$ cat config.mk
export PLATFORM = sky130hd
export DESIGN_NAME = dhf_regs
export DESIGN_NICKNAME = d
export VERILOG_FILES = /design/src/inc/dhf_pkg.sv /design/src/rtl/dhf_sync.sv /design/src/rtl/dhf_hdr_timer.sv /design/src/rtl/dhf_regs.sv
export SDC_FILE = /design/constraint.sdc
export NUM_CORES = 1
export LEC_CHECK = 0
export ABC_AREA = 1
export BUFFER_PORTS_ARGS = -buffer_cell sky130_fd_sc_hd__buf_2
export CORE_MARGIN = 10
export CORE_UTILIZATION = 45
export CTS_CLUSTER_DIAMETER = 200
export DETAILED_ROUTE_END_ITERATION = 12
export PLACE_DENSITY = 0.72
export SLEW_MARGIN = 40
export SYNTH_ARGS = -nofsm -noshare
export SYNTH_HDL_FRONTEND = slang
export SYNTH_HIERARCHICAL = 1
export SYNTH_SLANG_ARGS = --single-unit
$ cat constraint.sdc
create_clock -name SYS_CLK -period 2 [get_ports SYS_CLK]
set_input_delay 0.6 -clock SYS_CLK [delete_from_list [all_inputs] [get_ports SYS_CLK]]
set_output_delay 0.6 -clock SYS_CLK [all_outputs]
set_load 0.02 [all_outputs]
$ cat src/inc/dhf_pkg.sv
// Shared constants for the header field and test monitor register bank
package dhf_pkg;
  // Register byte offsets
  localparam logic [7:0] OFS_CODE0    = 8'h40; // Code for lowest rate
  localparam logic [7:0] OFS_CODE1    = 8'h44;
  localparam logic [7:0] OFS_CODE2    = 8'h48;
  localparam logic [7:0] OFS_CODE3    = 8'h4c; // Code for highest rate
  localparam logic [7:0] OFS_TX_CTRL  = 8'h50; // Transmit rate select
  localparam logic [7:0] OFS_TX_SVC   = 8'h54;
  localparam logic [7:0] OFS_TX_LENH  = 8'h58;
  localparam logic [7:0] OFS_TX_LENL  = 8'h5c;
  localparam logic [7:0] OFS_RX_STAT  = 8'h60;
  localparam logic [7:0] OFS_RX_SVC   = 8'h64;
  localparam logic [7:0] OFS_RX_LENH  = 8'h68;
  localparam logic [7:0] OFS_RX_LENL  = 8'h6c;
  localparam logic [7:0] OFS_TB_SEL   = 8'h70;
  localparam logic [7:0] OFS_TB_MON   = 8'h74; // Test bus monitor readback
  // Values after reset
  localparam logic [7:0] RST_CODE0    = 8'h0a;
  localparam logic [7:0] RST_CODE1    = 8'h14;
  localparam logic [7:0] RST_CODE2    = 8'h37;
  localparam logic [7:0] RST_CODE3    = 8'h6e;
  localparam logic [7:0] RST_BYTE     = 8'h00;
  // Rate encodings
  localparam logic [1:0] RATE_DBPSK   = 2'h0; // 1 Mbit/s
  localparam logic [1:0] RATE_DQPSK   = 2'h1; // 2 Mbit/s
  localparam logic [1:0] RATE_BWALSH  = 2'h2; // 5.5 Mbit/s
  localparam logic [1:0] RATE_QWALSH  = 2'h3; // 11 Mbit/s
  // Receive status field positions
  localparam int ST_RATE_LSB = 6;
  localparam int ST_ACQ      = 5;
  localparam int ST_SFD      = 4;
  localparam int ST_SIG      = 3;
  localparam int ST_CRC      = 2;
  localparam int ST_ANT      = 1;
  // Test bus groups
  localparam logic [7:0] TB_QUIET     = 8'h00;
  localparam logic [7:0] TB_RX_ACQ    = 8'h01;
  localparam logic [7:0] TB_TX_FIELD  = 8'h02;
  // Header timing after delimiter detect
  localparam int CLK_MHZ     = 125;
  localparam int SIG_RDY_US  = 8;
  localparam int LEN_RDY_US  = 32;
  localparam int CRC_RDY_US  = 48;
  localparam int SIG_RDY_CYC = SIG_RDY_US * CLK_MHZ;
  localparam int LEN_RDY_CYC = LEN_RDY_US * CLK_MHZ;
  localparam int CRC_RDY_CYC = CRC_RDY_US * CLK_MHZ;
  localparam int TMR_W       = 16;
endpackage : dhf_pkg

$ cat src/rtl/dhf_sync.sv
// Two-stage synchroniser for a pin level
`timescale 1ns/1ps
`default_nettype none
module dhf_sync (
  // Clock and reset
  input  wire logic SYS_CLK,
  input  wire logic NRST,
  // Level in and out
  input  wire logic din,
  output logic      dout
);
  typedef struct packed {
    logic meta; // First stage, read only by second
    logic sync; // Second stage
  } dhf_sync_s;

  dhf_sync_s st_r;  // Current state
  dhf_sync_s st_nxt; // Next state

  // Shift the pin through both stages
  always_comb begin
    st_nxt.meta = din;
    st_nxt.sync = st_r.meta;
  end

  // Constant reset only
  always_ff @(posedge SYS_CLK or negedge NRST) begin
    if (!NRST) begin
      st_r <= '0;
    end else begin
      st_r <= st_nxt;
    end
  end

  assign dout = st_r.sync;
endmodule // dhf_sync
`default_nettype wire

$ cat src/rtl/dhf_hdr_timer.sv
// Header field ready timer started by delimiter detect
`timescale 1ns/1ps
`default_nettype none
module dhf_hdr_timer #(
  parameter int TMR_W   = 16,
  parameter int SIG_CYC = 1000,
  parameter int LEN_CYC = 4000,
  parameter int CRC_CYC = 6000
) (
  // Clock and reset
  input  wire logic SYS_CLK,
  input  wire logic NRST,
  // Control
  input  wire logic sfd_det,  // Delimiter detected, level
  // Ready markers
  output logic      sig_rdy,
  output logic      len_rdy,
  output logic      crc_due
);
  typedef struct packed {
    logic [TMR_W-1:0] cnt; // Cycles since delimiter
  } dhf_tmr_s;

  dhf_tmr_s st_r;  // Current state
  dhf_tmr_s st_nxt; // Next state

  localparam logic [TMR_W-1:0] SIG_T = TMR_W'(SIG_CYC);
  localparam logic [TMR_W-1:0] LEN_T = TMR_W'(LEN_CYC);
  localparam logic [TMR_W-1:0] CRC_T = TMR_W'(CRC_CYC);

  // Count while delimiter seen; saturate so a long frame cannot wrap
  always_comb begin
    st_nxt = st_r;
    if (!sfd_det) begin
      st_nxt.cnt = '0;
    end else if (st_r.cnt < CRC_T) begin
      st_nxt.cnt = st_r.cnt + TMR_W'(1);
    end
  end

  always_ff @(posedge SYS_CLK or negedge NRST) begin
    if (!NRST) begin
      st_r <= '0;
    end else begin
      st_r <= st_nxt;
    end
  end

  // Markers rise in order and fall with the delimiter level
  assign sig_rdy = sfd_det && (st_r.cnt >= SIG_T);
  assign len_rdy = sfd_det && (st_r.cnt >= LEN_T);
  assign crc_due = sfd_det && (st_r.cnt >= CRC_T);
endmodule // dhf_hdr_timer
`default_nettype wire

$ cat src/rtl/dhf_regs.sv
// Header field configuration, receive status and test monitor registers
//
// Design decision made here: the address-and-strobe port.
`timescale 1ns/1ps
`default_nettype none
module dhf_regs
  import dhf_pkg::*;
#(
  parameter int SIG_CYC = dhf_pkg::SIG_RDY_CYC,
  parameter int LEN_CYC = dhf_pkg::LEN_RDY_CYC,
  parameter int CRC_CYC = dhf_pkg::CRC_RDY_CYC
) (
  // Clock and reset
  input  wire logic       SYS_CLK,
  input  wire logic       NRST,
  // Register port
  input  wire logic [7:0] REG_ADDR,
  input  wire logic [7:0] REG_WDATA,
  input  wire logic       REG_WR,
  input  wire logic       REG_RD,
  output logic      [7:0] REG_RDATA,
  // Receive path enable pin, asynchronous
  input  wire logic       RECEIVE_PATH_ENABLE_PIN,
  // Receive header decoder, same clock
  input  wire logic       RX_ACQUIRED,
  input  wire logic       RX_SFD_FOUND,
  input  wire logic       RX_SIG_STB,
  input  wire logic [7:0] RX_SIG_FIELD,
  input  wire logic       RX_HDR_STB,
  input  wire logic [7:0] RX_SERVICE,
  input  wire logic [15:0] RX_LENGTH,
  input  wire logic       RX_CRC_STB,
  input  wire logic       RX_CRC_OK,
  input  wire logic       RX_ANT_A,
  // Monitor sources, same clock
  input  wire logic       CHIP_TICK,
  input  wire logic       ADC_FULL_SCALE,
  input  wire logic       CARRIER_SENSE_FLAG,
  input  wire logic       ENERGY_DETECT_FLAG,
  input  wire logic       RX_TRACK,
  input  wire logic       RX_INIT_DETECT,
  input  wire logic [5:0] TX_FIELD_FLAGS,
  input  wire logic       TX_PE_DELAYED,
  input  wire logic       SYMBOL_BOUNDARY_MARKER,
  // Transmit header fields
  output logic      [1:0] TX_RATE,
  output logic      [7:0] TX_SIG_CODE,
  output logic      [7:0] TX_SERVICE,
  output logic     [15:0] TX_LENGTH,
  // Test pins
  output logic      [7:0] TEST_OUT,
  output logic            TEST_STB
);
  import dhf_pkg::*;

  // Whole register state
  typedef struct packed {
    logic [3:0][7:0] code;     // Signal field codes per rate
    logic [7:0]      tx_ctrl;  // Rate in 1:0, rest stored only
    logic [7:0]      tx_svc;   // Service byte to send
    logic [7:0]      tx_lenh;  // Length bits 15:8
    logic [7:0]      tx_lenl;  // Length bits 7:0
    logic [7:0]      tb_sel;   // Test group select
    logic [7:0]      tx_code;  // Selected transmit code
    logic [1:0]      rx_rate;  // Detected rate
    logic            rx_acq;   // Carrier acquired
    logic            rx_sfd;   // Delimiter found
    logic            rx_sig;   // Signal field valid
    logic            rx_crc;   // Header CRC valid
    logic            rx_ant;   // Antenna A at last good CRC
    logic [7:0]      rx_svc;   // Decoded service
    logic [15:0]     rx_len;   // Decoded length
    logic [7:0]      test;     // Test pin levels
    logic            test_stb; // Test strobe
    logic [7:0]      rdata;    // Read data, one cycle late
  } dhf_regs_s;

  dhf_regs_s st_r;   // Current state
  dhf_regs_s st_nxt; // Next state

  logic rx_en_s;  // Synchronised receive path enable
  logic sig_rdy;  // Signal field ready marker
  logic len_rdy;  // Length field ready marker
  logic crc_due;  // Header CRC time reached
  logic [7:0] rx_status; // Assembled status byte
  logic [7:0] sel_code;  // Code chosen by current rate

  // Match a received field to the code table
  function automatic logic code_hit(input logic [3:0][7:0] tbl,
                                    input logic [7:0] fld);
    code_hit = (fld == tbl[0]) || (fld == tbl[1]) ||
               (fld == tbl[2]) || (fld == tbl[3]);
  endfunction

  // Rate index of a matching code
  function automatic logic [1:0] code_rate(input logic [3:0][7:0] tbl,
                                           input logic [7:0] fld);
    code_rate = RATE_DBPSK;
    if (fld == tbl[1]) code_rate = RATE_DQPSK;
    if (fld == tbl[2]) code_rate = RATE_BWALSH;
    if (fld == tbl[3]) code_rate = RATE_QWALSH;
  endfunction

  // Pin crosses into the clock domain first
  dhf_sync u_pe_sync (
    .SYS_CLK (SYS_CLK),
    .NRST    (NRST),
    .din     (RECEIVE_PATH_ENABLE_PIN),
    .dout    (rx_en_s)
  );

  // Header ready markers follow the delimiter level
  dhf_hdr_timer #(
    .TMR_W   (TMR_W),
    .SIG_CYC (SIG_CYC),
    .LEN_CYC (LEN_CYC),
    .CRC_CYC (CRC_CYC)
  ) u_timer (
    .SYS_CLK (SYS_CLK),
    .NRST    (NRST),
    .sfd_det (RX_SFD_FOUND),
    .sig_rdy (sig_rdy),
    .len_rdy (len_rdy),
    .crc_due (crc_due)
  );

  assign sel_code = st_r.code[st_r.tx_ctrl[1:0]];

  // Status byte, bit 0 tied low
  assign rx_status = {st_r.rx_rate, st_r.rx_acq, st_r.rx_sfd,
                      st_r.rx_sig, st_r.rx_crc, st_r.rx_ant,
                      1'b0};

  // Next-state logic for all registers
  always_comb begin
    st_nxt = st_r;
    st_nxt.rdata = 8'h00;
    // Software writes; read-only offsets fall through untouched
    if (REG_WR) begin
      case (REG_ADDR)
        OFS_CODE0:   st_nxt.code[0] = REG_WDATA;
        OFS_CODE1:   st_nxt.code[1] = REG_WDATA;
        OFS_CODE2:   st_nxt.code[2] = REG_WDATA;
        OFS_CODE3:   st_nxt.code[3] = REG_WDATA;
        OFS_TX_CTRL: st_nxt.tx_ctrl = REG_WDATA;
        OFS_TX_SVC:  st_nxt.tx_svc  = REG_WDATA;
        OFS_TX_LENH: st_nxt.tx_lenh = REG_WDATA;
        OFS_TX_LENL: st_nxt.tx_lenl = REG_WDATA;
        OFS_TB_SEL:  st_nxt.tb_sel  = REG_WDATA;
        default:     st_nxt.tx_ctrl = st_r.tx_ctrl;
      endcase
    end
    // Reads answer one cycle later, unmapped reads give zero
    if (REG_RD) begin
      case (REG_ADDR)
        OFS_CODE0:   st_nxt.rdata = st_r.code[0];
        OFS_CODE1:   st_nxt.rdata = st_r.code[1];
        OFS_CODE2:   st_nxt.rdata = st_r.code[2];
        OFS_CODE3:   st_nxt.rdata = st_r.code[3];
        OFS_TX_CTRL: st_nxt.rdata = st_r.tx_ctrl;
        OFS_TX_SVC:  st_nxt.rdata = st_r.tx_svc;
        OFS_TX_LENH: st_nxt.rdata = st_r.tx_lenh;
        OFS_TX_LENL: st_nxt.rdata = st_r.tx_lenl;
        OFS_RX_STAT: st_nxt.rdata = rx_status;
        OFS_RX_SVC:  st_nxt.rdata = st_r.rx_svc;
        OFS_RX_LENH: st_nxt.rdata = st_r.rx_len[15:8];
        OFS_RX_LENL: st_nxt.rdata = st_r.rx_len[7:0];
        OFS_TB_SEL:  st_nxt.rdata = st_r.tb_sel;
        OFS_TB_MON:  st_nxt.rdata = st_r.test;
        default:     st_nxt.rdata = 8'h00;
      endcase
    end
    // Transmit code follows the rate bits, registered for timing
    st_nxt.tx_code = sel_code;
    // Receive status tracks decoder while the path is enabled
    if (!rx_en_s) begin
      st_nxt.rx_rate = RATE_DBPSK;
      st_nxt.rx_acq  = 1'b0;
      st_nxt.rx_sfd  = 1'b0;
      st_nxt.rx_sig  = 1'b0;
      st_nxt.rx_crc  = 1'b0;
    end else begin
      st_nxt.rx_acq = RX_ACQUIRED;
      st_nxt.rx_sfd = RX_SFD_FOUND;
      if (RX_SIG_STB) begin
        st_nxt.rx_sig  = code_hit(st_r.code, RX_SIG_FIELD);
        st_nxt.rx_rate = code_rate(st_r.code, RX_SIG_FIELD);
      end
      if (RX_CRC_STB) begin
        st_nxt.rx_crc = RX_CRC_OK;
      end
    end
    // Antenna survives a disabled path, only a good CRC moves it
    if (RX_CRC_STB && RX_CRC_OK) begin
      st_nxt.rx_ant = RX_ANT_A;
    end
    // Decoded header bytes
    if (RX_HDR_STB) begin
      st_nxt.rx_svc = RX_SERVICE;
      st_nxt.rx_len = RX_LENGTH;
    end
    // Test bus; monitor group levels move only on chip ticks, quiet groups clear at once, strobes every cycle
    case (st_r.tb_sel)
      TB_QUIET: begin
        st_nxt.test     = 8'h00;
        st_nxt.test_stb = 1'b0;
      end
      TB_RX_ACQ: begin
        if (CHIP_TICK) begin
          st_nxt.test = {ADC_FULL_SCALE, CARRIER_SENSE_FLAG,
                         ENERGY_DETECT_FLAG, RX_TRACK, RX_SFD_FOUND,
                         sig_rdy, len_rdy,
                         crc_due && st_r.rx_crc};
        end
        st_nxt.test_stb = RX_INIT_DETECT;
      end
      TB_TX_FIELD: begin
        if (CHIP_TICK) begin
          st_nxt.test = {ADC_FULL_SCALE, TX_PE_DELAYED,
                         TX_FIELD_FLAGS};
        end
        st_nxt.test_stb = SYMBOL_BOUNDARY_MARKER;
      end
      default: begin
        // Groups beyond 02h are not built here and stay quiet
        st_nxt.test     = 8'h00;
        st_nxt.test_stb = 1'b0;
      end
    endcase
  end

  // Register the whole state; constants only at reset
  always_ff @(posedge SYS_CLK or negedge NRST) begin
    if (!NRST) begin
      st_r         <= '0;
      st_r.code[0] <= RST_CODE0;
      st_r.code[1] <= RST_CODE1;
      st_r.code[2] <= RST_CODE2;
      st_r.code[3] <= RST_CODE3;
      st_r.tx_code <= RST_CODE0;
      st_r.tx_svc  <= RST_BYTE;
      st_r.tb_sel  <= TB_QUIET;
    end else begin
      st_r <= st_nxt;
    end
  end

  // Outputs straight from flops
  assign REG_RDATA   = st_r.rdata;
  assign TX_RATE     = st_r.tx_ctrl[1:0];
  assign TX_SIG_CODE = st_r.tx_code;
  assign TX_SERVICE  = st_r.tx_svc;
  assign TX_LENGTH   = {st_r.tx_lenh, st_r.tx_lenl};
  assign TEST_OUT    = st_r.test;
  assign TEST_STB    = st_r.test_stb;
endmodule // dhf_regs
`default_nettype wire

# == Word-level counts from Yosys, hierarchy flattened ==
# Index checks and enable logic that the tools add are counted.
# totals
regBits,146
# op_classes
mux,16
n_addsub,1
reduce_logical,18
n_lt_le_gt_ge,5
eq_ne,25
# op_table
op,n
$eq 8x7->1 const B,14
$pmux 8 s14,1
$eq 8x8->1,4
$mux 16,2
$mux 8,4
$reduce_and 2->1,10
$pmux 9 s2,1
$add 16x1->16 const B,1
$bmux 8 s2,1
$ge 16x10->1 const B,1
$ge 16x12->1 const B,1
$ge 16x13->1 const B,1
$lt 16x13->1 const B,1
$eq 8x1->1 const B,1
$eq 8x2->1 const B,1
$ne 2x2->1 const B,4
$mux 2,3
$mux 6,1
$logic_and 1x1->1,5
$logic_or 1x1->1,3
$lt 2x3->1 const B,1
$mux 1,3
$ne 2x1->1 const B,1

# == Longest topological paths before layout ==
# logic_depth
word_depth,6
mapped_depth,11
mapped_depth_nobuf,11

# == Hierarchy ==
# Netlist, hierarchy kept.
# modules_own_cells
module,n_inst,area_per_inst_um2,seq_area_each_um2,cells_per_inst
dhf_regs,1,7145.6,3223.1,892
dhf_hdr_timer,1,1059.8,400.4,153
dhf_sync,1,50.0,50.0,2

# == Least setup slack after synthesis ==
# Ideal clock, no wire load.
# synth_path
kind,in2reg
from,input REG_ADDR[7]
to,"register st_r, in the netlist TX_LENGTH[14]"
path_slack_ns,0.331
arrival_time_ns,1.550
cell_stages,8
path_cell_list,inv_1 -> nand2_2 -> nor2_4 -> nand2_1 -> nor2_4 -> buf_4 -> nand2_1 -> o21a_1
# synth_between
elab_chain_cells,2
# synth_rtl
item,line_no,source
from (decl),dhf_regs.sv:17,"input wire logic [7:0] REG_ADDR,"
$eq 8x7->1,dhf_regs.sv:140,case (REG_ADDR)
$reduce_and 2->1 (no source line),--,
to (signal assigned),dhf_regs.sv:244,st_r <= st_nxt;
to (decl),dhf_regs.sv:78,dhf_regs_s st_r;
# Every way passes these cells.
# A chain may end at the register's enable or synchronous reset.

# == Worst setup path in the final report ==
# layout_path
from,"register st_r, in the netlist TX_RATE[1]"
to,output TX_RATE[1]
# layout_lines
item,line_no,source
to (decl),dhf_regs.sv:46,"output logic [1:0] TX_RATE,"
# No word-level cell between the ends.

==> flow_summary.ini <==
[status]
status = completed

[clock_tree]
post_cts_buffers = 0
hold_buffers = 0
cts_max_level = 4
postCtsResizedCells = 0
clkTransAtPathRegs_ns = 0.06
clockBufferDepth = 2
cts_tree = built
cts_root_buffer = clkbuf_16
cts_buffers = 17
clkLatencyLatePin_ns = 0.43
cts.sinks = 146

[synth]
seq_area_frac_synth_pct = 44.5
synth_ff_type = dfrtp_1
synth_compound_area_share_pct = 8.00
synth_fa_ha_area_share_pct = 0.303
synth-async-reset-ratio_pct = 100
yosys.area.top_type = dfrtp_1
syn_area_per_cell_um2 = 7.88
synth_edf_count = 0
synth-seq-cells = 146
synth_common_cells = nand2_1 (272), nand3_1 (146), dfrtp_1 (130)
synth_warnings = 6
synthesis.nets = 1123
synthTopCellsByArea = dfrtp_1 (39%), nand2_1 (12%), nand3_1 (8.9%), buf_4 (5.4%), dfstp_2 (5.1%)
yosys.area.top_type_share_pct = 39.4
synth_top_family_by_area = simple AND/OR/NAND/NOR gates
yosys.area_share.xor_xnor_pct = 3.93
post-synth-top-count-cell = nand2_1
ys_types = 33
synthesis.area_mm2 = 0.00826
synthCells = 1047
yosys.area_share.simple_pct = 29.6
synth_mux_area_share_pct = 2.85

[die]
die_h_um = 155
start_util_pct = 45.8
coreArea_mm2 = 0.0180
rows = 49
die_w_um = 155
io_pins = 125
die_area_mm2 = 0.0242

[route]
vias = 7053
ant_nets = 0
routedWlPerCell_um = 17.2
drc = 0
drt-initial-drc-count = 544
routed_wl_mm = 23.5
first_pass_iters = 5
vias_per_cell = 5.16

[finish]
finish.utilization_pct = 53.0
area.growth.synth_to_final_pct = 15.8
diodes = 0
layout-drive-gt1-share_pct = 22.7
nets = 1201

[placement]
place_ws_ns = -0.0891
portBuffers = 124
gp_congestion = 0.899
place_hpwl_mm = 18.0

[worst_setup_path]
required_ns = 1.40
slowest_delay_ns = 0.58
critPathSlowestCell = dfrtp_1
endpoint = TX_RATE[1]
critPathArrivalTime_ns = 1.25
r2r_slack_ns = 0.36
crit_family = flip-flops
critical_path.cell_chain = buf_2
reg2reg_depth = 10
crit_buf_inv = 1
start_kind = flip-flop
crit_start = TX_RATE[1]
cp_num_cells = 1
regToRegEndpoint = TEST_OUT[0]
reg2reg_from = u_timer/st_r[8]
crit_path_max_fanout = 9
critical_path_class = flip-flop to output port
crit_path_end_kind = output port

[sta]
tns_ns = 0
rsz0062_at_grt = false
finalWorstSetupSlack_ns = 0.147
period_share_pct = 92.7
hold_violations = 0
fin_worst_skew_ns = 0.00653
fmax_mhz = 540
finalCriticalPeriod_ns = 1.85
whs_ns = 0.0901
relSlewSlack_pct = 71.0
setup_viol = 0
tightest_slew_ns = 0.435
report.final.slew_viol_count = 0

[grt]
grt_pass1_wl_mm = 37.3
grt_max_degree = 45
grt_pass1_vias = 7025
grt_overflow = 0
track_usage_pct = 19.4
antenna_found_initial = 2

[worst_hold_path]
hp-class = primary input to asynchronous set/reset pin

[power_and_ir_drop]
vdd_drop_max_v = 0.000662
p_leak_nw = 4.85
p_total_w = 0.00776
powerDensity_mw_per_mm2 = 812

[job]
cap_violations = 0
[cell usage in the layout (no fill, tap or decap), types with 3 or more instances in the layout]
| cell | n |
|---|---|
| o22ai_1 | 5 |
| nand2_4 | 4 |
| buf_4 | 26 |
| a21oi_1 | 14 |
| bufinv_16 | 6 |
| nor2_1 | 94 |
| xor2_1 | 8 |
| o21a_1 | 12 |
| nand4_1 | 5 |
| xnor2_1 | 29 |
| nand2_1 | 272 |
| buf_12 | 6 |
| mux2_2 | 20 |
| nor4_4 | 3 |
| nor2_4 | 6 |
| dfstp_2 | 16 |
| nand3_1 | 146 |
| o21ai_1 | 17 |
| nand3_2 | 6 |
| buf_2 | 123 |
| clkbuf_16 | 17 |
| clkbuf_8 | 3 |
| nor2_2 | 4 |
| o21ai_0 | 72 |
| inv_2 | 4 |
| nand2_2 | 6 |
| dfrtp_1 | 130 |
| inv_1 | 68 |
[per-layer routing]
| metal | vias to the layer above | share of wire (%) | GRT usage, % |
|---|---|---|---|
| met4 | 4 | 1.6 | 5.93 |
| met1 | 3308 | 42 | 23.4 |
| met5 | - | 0.098 | 0 |
| met3 | 34 | 7.3 | 6.09 |
| met2 | 206 | 49 | 32.5 |
| li1 | 3501 | - | - |
[flip-flops by register name (all words and copies together), names as in the netlist]
register,count
TX_RATE,2
u_timer/st_r,16
TX_LENGTH,16
st_r,70
rx_status,7
TX_SIG_CODE,8
TX_SERVICE,8
TEST_STB,1
u_pe_sync/st_nxt,1
TEST_OUT,8
u_pe_sync/dout,1
REG_RDATA,8
[layout make-up]
class,count,area [um2]
fill,1674,8460
sequential,146,3670
clock buffer,20,467
clock inverter,12,226
tap,229,287
multi-input combinational,731,3690
timing repair buffer,156,942
inverter,73,274
[cell families after synthesis]
kind of cell	count (synthesis)
simple gates	548
flops	146
fa+ha+maj	2
mux	21
buf+inv	170
xor+xnor	37
compound gates	123
[metrics by stage]
stage / instance area, um2 / instances
after global placement: 8870 / 1335
after CTS: 9560 / 1367
after global routing: 9560 / 1367
after floorplan: 8260 / 1047
final: 9560 / 1367
after detailed placement: 8870 / 1335
[worst min-delay path by stage]
stage                           endpoint  slack [ns]
after floorplan             REG_RDATA[0]        0.30
after CTS                 TX_SIG_CODE[2]        0.09
after global routing      TX_SIG_CODE[2]        0.11
after global placement    u_pe_sync/dout        0.35
after detailed placement  u_pe_sync/dout        0.36
final                     TX_SIG_CODE[2]        0.09
[power breakdown]
part,internal [W],switching (W)
clock,0.00244,0.00128
combinational,0.000299,0.000463
sequential,0.00313,0.000154
No activity file was read; power rests on OpenSTA's default activity.
